--- config.mk ---
export PLATFORM = sky130hd
export DESIGN_NAME = iltc_ctrl
export DESIGN_NICKNAME = d
export VERILOG_FILES = /design/src/pkg/iltc_pkg.sv /design/src/iltc_ctrl.sv
export SDC_FILE = /design/constraint.sdc
export NUM_CORES = 1
export LEC_CHECK = 0
export ABC_AREA = 1
export BUFFER_PORTS_ARGS = -buffer_cell sky130_fd_sc_hd__buf_2
export CAP_MARGIN = 20
export CORE_MARGIN = 2
export CORE_UTILIZATION = 35
export DETAILED_ROUTE_END_ITERATION = 8
export GPL_ROUTABILITY_DRIVEN = 0
export MAX_ROUTING_LAYER = met4
export PLACE_DENSITY_LB_ADDON = 0.3
export SYNTH_ARGS = -nofsm -noshare
export SYNTH_HDL_FRONTEND = slang
export SYNTH_SLANG_ARGS = --single-unit
--- constraint.sdc ---
create_clock -name clk -period 1.65 [get_ports clk]
set_clock_uncertainty 0.15 [all_clocks]
set_input_delay 0.165 -clock clk [delete_from_list [all_inputs] [get_ports clk]]
set_output_delay 0.165 -clock clk [all_outputs]
set_load 0.03 [all_outputs]
--- src/pkg/iltc_pkg.sv ---
// Constants, field positions and carrier types for the level-1 translation
// cache control block.
// Assumes one core clock domain and a plain register port in front of it.
package iltc_pkg;
    // ==========================================================
    // Register indices (the port address is the index itself)
    localparam logic [7:0] OFF_DBG_A = 8'h06;
    localparam logic [7:0] OFF_DBG_B = 8'h07;
    localparam logic [7:0] OFF_DBG_STAT = 8'h08;
    localparam logic [7:0] OFF_CTRL0 = 8'h0C;
    localparam logic [7:0] OFF_CTRL1 = 8'h0D;
    localparam logic [7:0] OFF_CTRL2 = 8'h0E;
    localparam logic [7:0] OFF_CTRL3 = 8'h0F;
    localparam logic [7:0] OFF_BANK_SEL = 8'h10;
    localparam logic [7:0] OFF_BANK_DIS = 8'h11;
    localparam logic [7:0] OFF_WQ_A = 8'h20;
    localparam logic [7:0] OFF_WQ_B = 8'h21;
    localparam logic [7:0] OFF_WQ_C = 8'h22;
    localparam logic [7:0] OFF_WQ_D = 8'h23;
    // ==========================================================
    // Reset values
    localparam logic [31:0] RST_DBG = 32'h0000_0000;
    localparam logic [31:0] RST_CTRL0 = 32'h0000_040C;
    localparam logic [31:0] RST_CTRL1 = 32'h0000_0000;
    localparam logic [31:0] RST_CTRL2 = 32'h000F_F0C0;
    localparam logic [31:0] RST_CTRL3 = 32'h0005_1615;
    localparam logic [31:0] RST_BANK = 32'h0000_0000;
    // ==========================================================
    // Writable bits per register; everything else reads back as built
    localparam logic [31:0] WM_CTRL0 = 32'h0000_3F2F;
    localparam logic [31:0] WM_CTRL1 = 32'h7FFF_DF77;
    localparam logic [31:0] WM_CTRL2 = 32'h0FFF_FFF0;
    localparam logic [31:0] WM_BANK_SEL = 32'h0000_FFFF;
    localparam logic [31:0] WM_BANK_DIS = 32'h0000_3F3F;
    // ==========================================================
    // Field positions
    localparam int B_SMALL_IRQ = 0;
    localparam int B_PHANTOM_KEEP = 0;
    localparam int B_CW_NO_WQ = 2;
    localparam int B_CW_NO_RD = 3;
    localparam int B_INV_NO_WQ = 4;
    localparam int B_INV_NO_RD = 5;
    localparam int B_OUTST_FILT = 11;
    localparam int B_UNFILT_OFF = 0;
    localparam int B_FRAG_OFF = 1;
    localparam int B_CACHE_RO = 2;
    localparam int B_CACHE_WO = 3;
    localparam int P_CREDIT = 8;
    localparam int P_CACHE_CNT = 20;
    localparam int P_ENTRIES = 24;
    localparam int P_VQ_CNT = 28;
    localparam int P_PORT_BITS = 0;
    localparam int B_BYPASS = 9;
    localparam int B_PARITY_MISS = 10;
    localparam int B_DTE_OFF = 12;
    localparam int P_ENTRY_DIS = 14;
    localparam int B_ATS_NOBUF = 19;
    localparam int B_SND_FILT_OFF = 20;
    localparam int B_ORDER = 21;
    localparam int B_INV_ALL = 22;
    localparam int B_REQID_HASH = 26;
    localparam int B_INTERLEAVE = 27;
    localparam int B_NO_VA_FILT = 28;
    localparam int B_COARSE = 29;
    localparam int P_WM_FILL = 4;
    localparam int P_CACHE1_DIS = 8;
    localparam int P_INV_STATE = 8;
    // ==========================================================
    // Completion sequencer states, one-hot
    typedef enum logic [2:0] {
        st_idle = 3'h1,
        st_cmd = 3'h2,
        st_inv = 3'h4
    } iltc_state_type;
    // Register port request
    typedef struct packed {
        logic wr;
        logic rd;
        logic [7:0] addr;
        logic [31:0] wdata;
    } iltc_bus_type;
    // Lookup presented by the cache datapath
    typedef struct packed {
        logic valid;
        logic [2:0] func;
        logic phantom;
        logic [7:0] port_id;
        logic [7:0] va;
        logic hit;
        logic parity_fail;
    } iltc_lookup_type;
    // Lookup result after control steering
    typedef struct packed {
        logic valid;
        logic [2:0] func;
        logic [3:0] vq;
        logic bank;
        logic hit;
        logic bypass;
    } iltc_result_type;
endpackage

--- src/iltc_ctrl.sv ---
// Level-1 translation cache control: indirect register file, request
// steering, completion sequencer and workqueue status readback.
// Assumes all inputs come from logic on clk; the register port never waits.
//
// The implementer's own choice: the plain strobed port.
`timescale 1ns/1ps

module iltc_ctrl #(
    parameter logic [1:0] CACHE_COUNT = 2'h1,     // Caches built
    parameter logic [3:0] ENTRIES_EXP = 4'h0,     // Log2 entries per cache
    parameter logic [2:0] VQ_CODE = 3'h0          // Virtual queue count code
) (
    input wire logic clk,
    input wire logic srst,
    input wire iltc_pkg::iltc_bus_type bus,
    output logic [31:0] rdata,
    input wire logic small_irq_evt,
    input wire logic cmd_wait_req,
    input wire logic inval_req,
    input wire logic wq_empty,
    input wire logic reads_done,
    output logic cmd_wait_done,
    output logic inval_done,
    input wire iltc_pkg::iltc_lookup_type lookup,
    output iltc_pkg::iltc_result_type result,
    input wire logic [95:0] wq_entry_state,
    input wire logic [7:0] inval_state,
    output logic unfilter_off,
    output logic fragment_off,
    output logic cache_readonly_pages,
    output logic cache_writeonly_pages,
    output logic [5:0] upstream_credit_count,
    output logic device_entry_cache_off,
    output logic [4:0] entry_disable_count,
    output logic [5:0] cache0_entry_disable,
    output logic [5:0] cache1_entry_disable,
    output logic ats_no_buffer,
    output logic send_filter_off,
    output logic strict_order_on,
    output logic invalidate_whole_cache,
    output logic requester_hash_select,
    output logic update_interleave_on,
    output logic pretranslated_no_va_filter,
    output logic coarse_filter_on,
    output logic outstanding_filter_on,
    output logic [23:0] wrong_mode_fill,
    output logic [31:0] inval_pulse_width
);

    // ==========================================================
    // State
    typedef struct packed {
        logic [31:0] dbg_a;          // Debug control a
        logic [31:0] dbg_b;          // Debug control b
        logic small_irq;             // Sticky short interrupt flag
        logic [31:0] ctrl0;          // Writable part only
        logic [31:0] ctrl1;
        logic [31:0] ctrl2;
        logic [31:0] ctrl3;
        logic [31:0] bank_sel;
        logic [31:0] bank_dis;
        logic [31:0] rdata;          // Read answer, one cycle only
        iltc_pkg::iltc_state_type fsm;
        logic pend_cmd;              // Completion wait queued
        logic pend_inv;              // Invalidation queued
        logic cmd_done;
        logic inv_done;
        iltc_pkg::iltc_result_type res;
    } iltc_regs_type;

    iltc_regs_type r;                // Registered state
    iltc_regs_type next_r;           // Next state

    // ==========================================================
    // Helpers
    // Masked write keeps read-only and reserved bits untouched
    function automatic logic [31:0] masked_wr(input logic [31:0] old,
                                              input logic [31:0] wd,
                                              input logic [31:0] mask);
        masked_wr = (old & ~mask) | (wd & mask);
    endfunction

    // Queue index from the low port bits; limited by built queue count
    function automatic logic [3:0] port_hash(input logic [7:0] id,
                                             input logic [2:0] nbits,
                                             input logic [2:0] vq_code);
        logic [3:0] m;
        logic [2:0] n;
        n = (nbits < vq_code) ? nbits : vq_code;
        m = 4'((5'h01 << n) - 5'h01);
        port_hash = id[3:0] & m;
    endfunction

    // Ctrl0 as software sees it, with hardware fields filled in
    function automatic logic [31:0] ctrl0_view(input logic [31:0] c);
        logic [31:0] v;
        v = c;
        v[iltc_pkg::P_CACHE_CNT +: 2] = CACHE_COUNT;
        v[iltc_pkg::P_ENTRIES +: 4] = ENTRIES_EXP;
        v[iltc_pkg::P_VQ_CNT +: 3] = VQ_CODE;
        ctrl0_view = v;
    endfunction

    // ==========================================================
    // Next-state logic
    always_comb begin
        logic wr_hit;
        logic cw_ready;
        logic inv_ready;
        wr_hit = 1'b0;
        cw_ready = 1'b0;
        inv_ready = 1'b0;
        next_r = r;
        next_r.cmd_done = 1'b0;
        next_r.inv_done = 1'b0;
        next_r.rdata = 32'h0000_0000;

        // Register writes; read-only words take no effect
        if (bus.wr) begin
            case (bus.addr)
                iltc_pkg::OFF_DBG_A: next_r.dbg_a = bus.wdata;
                iltc_pkg::OFF_DBG_B: next_r.dbg_b = bus.wdata;
                iltc_pkg::OFF_CTRL0: begin
                    next_r.ctrl0 = masked_wr(r.ctrl0, bus.wdata, iltc_pkg::WM_CTRL0);
                end
                iltc_pkg::OFF_CTRL1: begin
                    next_r.ctrl1 = masked_wr(r.ctrl1, bus.wdata, iltc_pkg::WM_CTRL1);
                end
                iltc_pkg::OFF_CTRL2: begin
                    next_r.ctrl2 = masked_wr(r.ctrl2, bus.wdata, iltc_pkg::WM_CTRL2);
                end
                iltc_pkg::OFF_CTRL3: next_r.ctrl3 = bus.wdata;
                iltc_pkg::OFF_BANK_SEL: begin
                    next_r.bank_sel = masked_wr(r.bank_sel, bus.wdata,
                                                iltc_pkg::WM_BANK_SEL);
                end
                iltc_pkg::OFF_BANK_DIS: begin
                    next_r.bank_dis = masked_wr(r.bank_dis, bus.wdata,
                                                iltc_pkg::WM_BANK_DIS);
                end
                default: next_r.dbg_a = r.dbg_a;
            endcase
        end

        // Sticky flag: an event in the clearing cycle wins
        wr_hit = bus.wr && (bus.addr == iltc_pkg::OFF_DBG_A)
                 && bus.wdata[iltc_pkg::B_SMALL_IRQ];
        if (small_irq_evt) begin
            next_r.small_irq = 1'b1;
        end else if (wr_hit) begin
            next_r.small_irq = 1'b0;
        end

        // Register reads; unmapped indices answer zero
        if (bus.rd) begin
            case (bus.addr)
                iltc_pkg::OFF_DBG_A: next_r.rdata = r.dbg_a;
                iltc_pkg::OFF_DBG_B: next_r.rdata = r.dbg_b;
                iltc_pkg::OFF_DBG_STAT: next_r.rdata = {31'h0, r.small_irq};
                iltc_pkg::OFF_CTRL0: next_r.rdata = ctrl0_view(r.ctrl0);
                iltc_pkg::OFF_CTRL1: next_r.rdata = r.ctrl1;
                iltc_pkg::OFF_CTRL2: next_r.rdata = r.ctrl2;
                iltc_pkg::OFF_CTRL3: next_r.rdata = r.ctrl3;
                iltc_pkg::OFF_BANK_SEL: next_r.rdata = r.bank_sel;
                iltc_pkg::OFF_BANK_DIS: next_r.rdata = r.bank_dis;
                iltc_pkg::OFF_WQ_A: next_r.rdata = {2'h0, wq_entry_state[29:0]};
                iltc_pkg::OFF_WQ_B: next_r.rdata = {2'h0, wq_entry_state[59:30]};
                iltc_pkg::OFF_WQ_C: next_r.rdata = {2'h0, wq_entry_state[89:60]};
                iltc_pkg::OFF_WQ_D: begin
                    next_r.rdata = {16'h0, inval_state, 2'h0, wq_entry_state[95:90]};
                end
                default: next_r.rdata = 32'h0000_0000;
            endcase
        end

        // Requests are pulses; queue them so none is lost while busy
        if (cmd_wait_req) begin
            next_r.pend_cmd = 1'b1;
        end
        if (inval_req) begin
            next_r.pend_inv = 1'b1;
        end

        // Each wait term can be switched off separately
        cw_ready = (wq_empty || r.dbg_b[iltc_pkg::B_CW_NO_WQ])
                   && (reads_done || r.dbg_b[iltc_pkg::B_CW_NO_RD]);
        inv_ready = (wq_empty || r.dbg_b[iltc_pkg::B_INV_NO_WQ])
                    && (reads_done || r.dbg_b[iltc_pkg::B_INV_NO_RD]);

        // Completion sequencer; completion wait has priority
        case (r.fsm)
            iltc_pkg::st_idle: begin
                if (r.pend_cmd) begin
                    next_r.fsm = iltc_pkg::st_cmd;
                    next_r.pend_cmd = cmd_wait_req;
                end else if (r.pend_inv) begin
                    next_r.fsm = iltc_pkg::st_inv;
                    next_r.pend_inv = inval_req;
                end
            end
            iltc_pkg::st_cmd: begin
                if (cw_ready) begin
                    next_r.cmd_done = 1'b1;
                    next_r.fsm = iltc_pkg::st_idle;
                end
            end
            iltc_pkg::st_inv: begin
                if (inv_ready) begin
                    next_r.inv_done = 1'b1;
                    next_r.fsm = iltc_pkg::st_idle;
                end
            end
            default: next_r.fsm = iltc_pkg::st_idle;
        endcase

        // Lookup steering, one cycle of latency
        next_r.res.valid = lookup.valid;
        next_r.res.func = (lookup.phantom && !r.dbg_b[iltc_pkg::B_PHANTOM_KEEP])
                          ? 3'h0 : lookup.func;
        next_r.res.vq = port_hash(lookup.port_id,
                                  r.ctrl1[iltc_pkg::P_PORT_BITS +: 3], VQ_CODE);
        // Bank choice only matters when two caches exist
        next_r.res.bank = (CACHE_COUNT == 2'h2)
                          && (^(r.bank_sel[7:0] & lookup.va));
        next_r.res.bypass = r.ctrl1[iltc_pkg::B_BYPASS];
        next_r.res.hit = lookup.hit && !r.ctrl1[iltc_pkg::B_BYPASS]
                         && !(lookup.parity_fail
                              && r.ctrl1[iltc_pkg::B_PARITY_MISS]);
    end

    // ==========================================================
    // State register
    always_ff @(posedge clk) begin
        if (srst) begin
            r.dbg_a <= iltc_pkg::RST_DBG;
            r.dbg_b <= iltc_pkg::RST_DBG;
            r.small_irq <= 1'b0;
            r.ctrl0 <= iltc_pkg::RST_CTRL0;
            r.ctrl1 <= iltc_pkg::RST_CTRL1;
            r.ctrl2 <= iltc_pkg::RST_CTRL2;
            r.ctrl3 <= iltc_pkg::RST_CTRL3;
            r.bank_sel <= iltc_pkg::RST_BANK;
            r.bank_dis <= iltc_pkg::RST_BANK;
            r.rdata <= 32'h0000_0000;
            r.fsm <= iltc_pkg::st_idle;
            r.pend_cmd <= 1'b0;
            r.pend_inv <= 1'b0;
            r.cmd_done <= 1'b0;
            r.inv_done <= 1'b0;
            r.res <= '0;
        end else begin
            r <= next_r;
        end
    end

    // ==========================================================
    // Outputs, all slices of registered state
    assign rdata = r.rdata;
    assign cmd_wait_done = r.cmd_done;
    assign inval_done = r.inv_done;
    assign result = r.res;
    assign unfilter_off = r.ctrl0[iltc_pkg::B_UNFILT_OFF];
    assign fragment_off = r.ctrl0[iltc_pkg::B_FRAG_OFF];
    assign cache_readonly_pages = r.ctrl0[iltc_pkg::B_CACHE_RO];
    assign cache_writeonly_pages = r.ctrl0[iltc_pkg::B_CACHE_WO];
    assign upstream_credit_count = r.ctrl0[iltc_pkg::P_CREDIT +: 6];
    assign device_entry_cache_off = r.ctrl1[iltc_pkg::B_DTE_OFF];
    assign entry_disable_count = r.ctrl1[iltc_pkg::P_ENTRY_DIS +: 5];
    assign cache0_entry_disable = r.bank_dis[5:0];
    assign cache1_entry_disable = r.bank_dis[iltc_pkg::P_CACHE1_DIS +: 6];
    assign ats_no_buffer = r.ctrl1[iltc_pkg::B_ATS_NOBUF];
    assign send_filter_off = r.ctrl1[iltc_pkg::B_SND_FILT_OFF];
    assign strict_order_on = r.ctrl1[iltc_pkg::B_ORDER];
    assign invalidate_whole_cache = r.ctrl1[iltc_pkg::B_INV_ALL];
    assign requester_hash_select = r.ctrl1[iltc_pkg::B_REQID_HASH];
    assign update_interleave_on = r.ctrl1[iltc_pkg::B_INTERLEAVE];
    assign pretranslated_no_va_filter = r.ctrl1[iltc_pkg::B_NO_VA_FILT];
    assign coarse_filter_on = r.ctrl1[iltc_pkg::B_COARSE];
    assign outstanding_filter_on = r.dbg_b[iltc_pkg::B_OUTST_FILT];
    assign wrong_mode_fill = r.ctrl2[iltc_pkg::P_WM_FILL +: 24];
    assign inval_pulse_width = r.ctrl3;
endmodule

==> metrics, run 1 <==
register bit total from synthesis=233; crit-path max FO=14; depth of the most critical reg-to-reg path=5; Synth Area in Simple Gates=30.10%; Critical Path End=inval_pulse_width[23]; grt ovf=0; DR vias=12140; Die ar.=34040 um2; share of cells above drive strength 1=23.82%; Synth async-reset ratio=0%; Rel. slew slack=52.12%; hold_sp=wq_entry_state[35]; clock sink count=233; Max VDD drop=0.7201 mV; R2R Setup Slk=0.10 ns; Setup WS post-layout=0.07510 ns; post-DR wirelength/cell=18.48 um; Crit. End Element=register; Die X=184.5 um; WP data required=1.91 ns; TritonCTS clock tree=done; Seq/Total Area, Yosys=40.91%; RSZ-0062 raised after global routing=yes; number of fill cells=3232; vias in the first global route=11460; Synth Instances=1646; GRT Total Usage=25.88%; first-pass GRT wire length=65890 um; Netlist cell types=25; Avg Vias per Cell=5.043; Static Leak=0.006996 uW; 1st-iter DRT viols=1058; Core Footprint=32290 um2; DRC Markers=0; failing checks=hold timing; worst hold-check slack=-0.03290 ns; multiplexer area fraction after synthesis=0%; HPWL Detailed=31230 um; Fmax=635.0 MHz; Pwr Density=820.3 nW/um2; nets=2128; reg2reg start=r[243]; Placed Cells=2254; final cell count without fillers=2408; setup tns final=0 ns; Max-Cap Viols=0; Slew Limit Fails=0; part of the cycle the worst path needs=95.45%; Finished Core Util=46.88%; die outline height=184.5 um; Worst setup SP type=primary input; clock transition at the registers of the reported paths=0.06 ns; first drt pass iteration count=5; CP Data Arrival Time=1.83 ns; status=complete, but fails checks; num ports=314; Synth Area in Adders=0%; largest net degree at the start of global routing=99; syn avg cell area=6.927 um2; worst min path class=primary input to register; initial antenna violation count=1; htree depth=1; pre-CTS WS=-0.2663 ns; row cnt=66; XOR/XNOR Fraction of Synth Area=0%; largest family of logic cells by synthesized area=simple AND/OR/NAND/NOR gates; Num CTS Buffers=27; insertion delay to the later sink of the worst-skew pair=0.53 ns; Routed Antenna Nets=0; dominant synthesized flop cell=dfxtp_1; yosys warns=0; crit path launch=bus[41]; commonest non-fill, non-tap cells in the layout=296 x nand3_1, 292 x buf_2, 233 x dfxtp_1, 221 x nand2_1, 220 x nor2_1; Synth Area in Compound Gates=12.82%; Buffers on Ports=292; detailed-route wire length=44510 um; Hold Vio Cnt, Final=3; synthesis-to-layout area growth=32.77%; Final min period=1.575 ns; area of the mapped netlist=11400 um2; measured slew at the worst slew-check pin=0.7182 ns; Max clock buf depth=3; Setup Viol. Count Final=0; Post-synth EDFFs=0; Reg2Reg Capture Point=result[7]; most common cell after layout, fill and taps aside=nand3_1; Root Buffer=clkbuf_16; Overall Power=12420 uW; initial core utilization=35.31%; Setup Crit Path Kind=primary input to register
per-stage QoR:
stage | hold WS [ns] | instance area [um2]
2_1_floorplan | 0.1069 | 11420
3_3_place_gp | 0.2062 | 13160
3_5_place_dp | 0.2100 | 13160
4_1_cts | 0.003526 | 15100
5_1_grt | 0.02702 | 15140
6_report | -0.03290 | 15140
flip-flops by register name (all words and copies together) (netlist names), 5 cells and up:
signal                 count
r                         99
inval_pulse_width         32
rdata                     32
wrong_mode_fill           24
cache0_entry_disable       6
cache1_entry_disable       6
result                     6
upstream_credit_count      6
entry_disable_count        5
logic make-up after synthesis:
| group | after synthesis |
|---|---|
| flip-flops | 233 |
| AO/OA/AOI/OAI | 289 |
| AND/OR/NAND/NOR | 786 |
| other | 1 |
| buffers and inverters | 337 |
area by class of cell:
class,count,area (um2),area share [%]
antenna,1,2.502,0.01653
clock buffer,37,733.2,4.843
inverter,105,395.4,2.612
timing repair buffer,505,3725,24.61
tap,442,553.0,3.653
multi-input combinational,1080,4987,32.94
sequential,233,4664,30.81
clock inverter,5,77.57,0.5124
power by group:
group	switching [uW]	internal, uW	total [uW]
sequential	17.8	5660	5680
combinational	594	465	1060
clock	2320	3370	5680
per-layer routing:
layer  global-route usage (%)  share of wire [%]  vias up
li1                         -                  -     5886
met1                    34.32                 45     5651
met2                    39.56                 44      527
met3                    4.880                8.1       79
met4                    8.704                3.0        0
met5                        -                  0        -
critical path, stage by stage:
cell and delay, ns:
dlygate4sd3_1 0.52, buf_2 0.17, inv_1 0.16, nor2_2 0.29, inv_2 0.15, buf_12 0.18
o21ai_0 0.14, a21oi_1 0.05
what timing repair did:
| item | 4_1_cts | 5_1_grt |
|---|---|---|
| hold buffers | 113 | 0 |
| buffers inserted | 0 | 2 |
| endpoints found under the setup margin | 0 | 13 |
| resized for setup | 0 | 17 |
| endpoints found under the hold margin | 224 | 0 |
worst min path at each step:
stage | endpoint | slack [ns] | cells after the start
after floorplan | result[1] | 0.11 | 1
after global placement | result[1] | 0.21 | 2
after detailed placement | result[1] | 0.21 | 2
after CTS | rdata[28] | 0.004 | 5
after global routing | rdata[5] | 0.03 | 7
final | rdata[5] | -0.03 | 7
cell usage after synthesis (2+ instances only):
cell | number | share of area [%]
buf_6 | 5 | 0.49
o211ai_1 | 5 | 0.33
buf_4 | 130 | 8.6
nor3_1 | 2 | 0.088
nor2_4 | 4 | 0.40
clkbuf_1 | 54 | 1.8
nand2_2 | 3 | 0.16
dfxtp_1 | 233 | 41
inv_1 | 99 | 3.3
buf_1 | 3 | 0.099
inv_2 | 6 | 0.20
nand3_1 | 296 | 13
o21ai_1 | 3 | 0.13
o21ai_0 | 149 | 6.5
nand2_1 | 226 | 7.4
nand4_1 | 15 | 0.82
nor2_1 | 229 | 7.5
nor2_2 | 8 | 0.44
buf_2 | 40 | 1.8
a21oi_1 | 130 | 5.7
o22ai_1 | 2 | 0.11
(Power assumes the default switching activity.)
==> run 2, diff against run 1 <==
--- a/config.mk
+++ b/config.mk
@@ -6,7 +6,7 @@
 export NUM_CORES = 1
 export LEC_CHECK = 0
 export ABC_AREA = 1
-export BUFFER_PORTS_ARGS = -buffer_cell sky130_fd_sc_hd__buf_2
+export BUFFER_PORTS_ARGS = -buffer_cell sky130_fd_sc_hd__buf_4
 export CAP_MARGIN = 20
 export CORE_MARGIN = 2
 export CORE_UTILIZATION = 35
==> metrics, run 2 (synthesis gave the netlist of run 1 again) <==
Avg Vias per Cell=5.033 (-0.19%); synthesis-to-layout area growth=40.32%; clock transition at the registers of the reported paths=0.06 ns (about the same); max reg flops=99 (unchanged); num ports=314 (unchanged); first drt pass iteration count=5 (unchanged); Top reg by flops=r; Die ar.=34040 um2 (unchanged); Max-Cap Viols=0 (unchanged); most common cell after layout, fill and taps aside=buf_4; detailed-route wire length=44530 um (about the same); GRT Total Usage=26.10% (+0.22 points); vias in the first global route=11810 (+3.1%); crit-path max FO=17 (+3); first-pass GRT wire length=66810 um (+1.4%); 1st-iter DRT viols=1038 (-1.9%); Pwr Density=796.6 nW/um2 (-2.9%); Final min period=1.668 ns (+0.09271 ns); TritonCTS clock tree=done; initial core utilization=35.31% (unchanged); WP data required=1.92 ns (about the same); clock sink count=233 (unchanged); grt ovf=0 (unchanged); worst min path class=primary input to register; Core Footprint=32290 um2 (unchanged); row cnt=66 (unchanged); worst hold-check slack=0.03161 ns (+0.06450 ns); share of cells above drive strength 1=24.20% (+0.38 points); Crit. End Element=register; DRC Markers=0 (unchanged); Num CTS Buffers=27 (unchanged); Setup Crit Path Kind=primary input to register; measured slew at the worst slew-check pin=0.6901 ns (-0.02816 ns); Rel. slew slack=54.00% (+1.9 points); Hold Vio Cnt, Final=0 (-3); Setup Viol. Count Final=1 (+1); HPWL Detailed=31420 um (+0.61%); nets=2148 (+0.94%); number of fill cells=3122 (-3.4%); commonest non-fill, non-tap cells in the layout=384 x buf_4, 296 x nand3_1, 233 x dfxtp_1, 226 x nand2_1, 226 x nor2_1; insertion delay to the later sink of the worst-skew pair=0.54 ns (about the same); initial antenna violation count=2 (+1); Routed Antenna Nets=0 (unchanged); Max clock buf depth=3 (unchanged); RSZ-0062 raised after global routing=yes; Worst setup SP type=primary input; post-DR wirelength/cell=18.28 um (-1.1%); Max VDD drop=0.6979 mV (-3.1%); CP Data Arrival Time=1.94 ns (+0.11 ns); part of the cycle the worst path needs=101.1% (+5.6 points); Root Buffer=clkbuf_16; Die X=184.5 um (unchanged); Slew Limit Fails=0 (unchanged); Finished Core Util=49.55% (+2.7 points); DR vias=12260 (+0.97%); Setup WS post-layout=-0.01762 ns (-0.09271 ns); Fmax=599.7 MHz (-5.6%); Buffers on Ports=292 (unchanged); Static Leak=0.007261 uW (+3.8%); status=complete, but fails checks; htree depth=1 (unchanged); largest net degree at the start of global routing=97 (-2.0%); die outline height=184.5 um (unchanged); failing checks=setup timing
-- run 2: path summary, 6_finish.rpt --
check | from | to | slack [ns] | cells past startpoint
setup / recovery | bus[41] | pretranslated_no_va_filter | -0.02 | 8
hold / removal | srst | inval_pulse_width[12] | 0.03 | 4
setup reg to reg | r[243] | result[7] | 0.10 | 5
hold reg to reg | r[249] | r[249] | 0.30 | 2
-- run 2: repair_timing --
| item | 4_1_cts | 5_1_grt |
|---|---|---|
| hold buffers | 113 | 0 |
| setup endpoints to repair | 0 | 25 |
| gates resized for setup | 0 | 0 |
| buffers inserted | 0 | 0 |
| hold endpoints to repair | 222 | 0 |
-- run 2: final cells by class --
type,instances,area (um2),area share [%]
tap,442,553.0,3.457
timing repair buffer,525,4574,28.59
clock buffer,38,777.0,4.856
clock inverter,11,90.09,0.5631
sequential,233,4664,29.15
multi-input combinational,1080,4940,30.88
inverter,105,395.4,2.471
antenna,2,5.005,0.03128
-- run 2: critical path, cell delays in order --
cell and delay (ns):
dlygate4sd3_1 0.54, buf_4 0.21, inv_1 0.17, nor2_2 0.32
inv_1 0.15, buf_12 0.18, o21ai_0 0.15, a21oi_1 0.06
-- run 2: routing by layer --
layer | up-vias | GRT usage (%) | wire (um)
met5 | - | - | 0
met4 | 0 | 9.184 | 1549
met3 | 109 | 5.374 | 4378
met2 | 591 | 39.26 | 19320
met1 | 5630 | 34.68 | 19280
li1 | 5931 | - | -
-- run 2: stage by stage --
stage                     setup TNS [ns]  instances  instance area (um2)  power (uW)  worst slack [ns]
after floorplan                        0       1650                11420        6166            0.1373
after global placement            -39.43       2272                14000        6743           -0.3303
after detailed placement          -42.91       2272                14000        6751           -0.3325
after CTS                              0       2434                15990       12800           0.04349
after global routing             -0.7248       2436                16000       13150          -0.08081
final                           -0.01762       2436                16000       12740          -0.01762
-- run 2: where the power goes --
| group | internal, uW | switching (uW) | leakage [uW] | total, uW |
|---|---|---|---|---|
| Clock | 3430 | 2450 | 0.000432 | 5880 |
| Sequential | 5660 | 17.3 | 0.00188 | 5670 |
| Combinational | 591 | 597 | 0.00495 | 1190 |
| Total | 9680 | 3060 | 0.00726 | 12700 |
==> run 3, diff against run 2 <==
--- a/config.mk
+++ b/config.mk
@@ -14,6 +14,8 @@
 export GPL_ROUTABILITY_DRIVEN = 0
 export MAX_ROUTING_LAYER = met4
 export PLACE_DENSITY_LB_ADDON = 0.3
+export SETUP_SLACK_MARGIN = 0.2
+export SKIP_LAST_GASP = 1
 export SYNTH_ARGS = -nofsm -noshare
 export SYNTH_HDL_FRONTEND = slang
 export SYNTH_SLANG_ARGS = --single-unit
==> metrics, run 3 (synthesis gave the netlist of run 1 again) <==
vias in the first global route=11210 (-5.1%); design area=15870 um2 (-0.84%); num ports=314 (unchanged); first drt pass iteration count=5 (unchanged); Buffers on Ports=292 (unchanged); nets=2122 (-1.2%); Slew Limit Fails=0 (unchanged); placed inst area=13750 um2 (-1.7%); Final min period=1.460 ns (-0.2075 ns); largest net degree at the start of global routing=60 (-38%); FF+latch area=4698 um2 (+0.72%); insertion delay to the later sink of the worst-skew pair=0.55 ns (about the same); CP Data Arrival Time=1.72 ns (-0.22 ns); row cnt=66 (unchanged); Num CTS Buffers=27 (unchanged); Max clock buf depth=3 (unchanged); initial core utilization=35.31% (unchanged); most common cell after layout, fill and taps aside=buf_4; Avg Vias per Cell=5.017 (-0.33%); Top reg by flops=r; HPWL Detailed=30750 um (-2.1%); crit-path max FO=31 (+14); R2R Setup Slk=0.41 ns (+0.31 ns); initial antenna violation count=1 (-1); Setup Crit Path Kind=primary input to register; Pwr Density=820.3 nW/um2 (+3.0%); worst min path class=primary input to register; clock sink count=233 (unchanged); WP data required=1.91 ns (about the same); grt ovf=0 (unchanged); Die X=184.5 um (unchanged); post-DR wirelength/cell=18.28 um (about the same); Max VDD drop=0.7826 mV (+12%); Crit. End Element=register; die outline height=184.5 um (unchanged); Overall Power=13010 uW (+2.1%); part of the cycle the worst path needs=88.49% (-13 points); 1st-iter DRT viols=896 (-14%); Routed Antenna Nets=0 (unchanged); TritonCTS clock tree=done; Rel. slew slack=52.97% (-1.0 points); Worst setup SP type=primary input; max reg flops=99 (unchanged); Max-Cap Viols=0 (unchanged); Setup Viol. Count Final=0 (-1); Root Buffer=clkbuf_16; RSZ-0062 raised after global routing=no; multi-input logic area=4965 um2 (+0.51%); Die ar.=34040 um2 (unchanged); DRC Markers=0 (unchanged); Static Leak=0.007150 uW (-1.5%); detailed-route wire length=44040 um (-1.1%); synthesis-to-layout area growth=39.14%; clock transition at the registers of the reported paths=0.06 ns (about the same); Hold Vio Cnt, Final=0 (unchanged); Core Footprint=32290 um2 (unchanged); Finished Core Util=49.14% (-0.41 points); worst hold-check slack=0.004974 ns (-0.02663 ns); Fmax=684.9 MHz (+14%); htree depth=1 (unchanged); status=finished clean; share of cells above drive strength 1=25.17% (+0.97 points); measured slew at the worst slew-check pin=0.7054 ns (+0.01533 ns); DR vias=12090 (-1.4%); setup tns final=0 ns (+0.01762 ns); commonest non-fill, non-tap cells in the layout=359 x buf_4, 296 x nand3_1, 226 x nor2_1, 222 x nand2_1, 206 x dfxtp_1; first-pass GRT wire length=65090 um (-2.6%); GRT Total Usage=25.44% (-0.67 points); number of fill cells=3124 (+0.064%)
## run 3: cell count changes in the layout (fill, tap and decap cells not counted), sizes merged
cell	previous run	this run
buf	412	386
bufinv	1	2
clkbuf	38	39
diode	2	1
inv	106	105
## run 3: timing repair
action                                  4_1_cts  5_1_grt
buffers inserted                              0        0
hold endpoints to repair                    221        0
gates resized for setup                      13       20
gates cloned                                  0        0
endpoints found under the setup margin       13       20
hold buffers                                113        0
## run 3: report_power, final
part | leakage (uW) | switching [uW] | internal (uW) | total, uW
logic | 0.00480 | 595 | 575 | 1170
clock network | 0.000461 | 2460 | 3710 | 6170
registers | 0.00189 | 17.7 | 5660 | 5670
## run 3: final timing paths
check,cells past startpoint,start,endpoint
setup / recovery,6,bus[41],r[265]
hold / removal,4,srst,entry_disable_count[0]
hold reg to reg,2,r[267],r[267]
setup reg to reg,4,r[245],r[17]
## run 3: metal layers
layer	wire length, um	track usage [%]	up-vias
met5	0	-	-
met4	1037	6.784	0
met3	3989	4.861	72
met2	19480	38.71	528
met1	19540	34.51	5609
li1	-	-	5881
## run 3: area by class of cell
| type | count | share of cell area [%] |
|---|---|---|
| Multi-Input combinational cell | 1080 | 31.29 |
| Sequential cell | 233 | 29.61 |
| Timing Repair Buffer | 499 | 27.19 |
| Clock buffer | 39 | 5.110 |
| Tap cell | 442 | 3.486 |
| Inverter | 105 | 2.587 |
| Clock inverter | 11 | 0.7019 |
| Antenna cell | 1 | 0.01577 |
## run 3: worst max-delay path, cell delays in order
cell           delay [ns]
buf_4                0.13
dlygate4sd3_1        0.80
nand2_2              0.15
buf_12               0.19
o21ai_0              0.19
a21oi_1              0.07
## run 3: through the flow
stage | instances | setup WS [ns]
floorplan | 1650 | 0.2004
global route | 2410 | 0.1972
detailed placement | 2246 | -0.1538
global placement | 2246 | -0.1192
finish | 2410 | 0.1899
CTS | 2409 | 0.2034
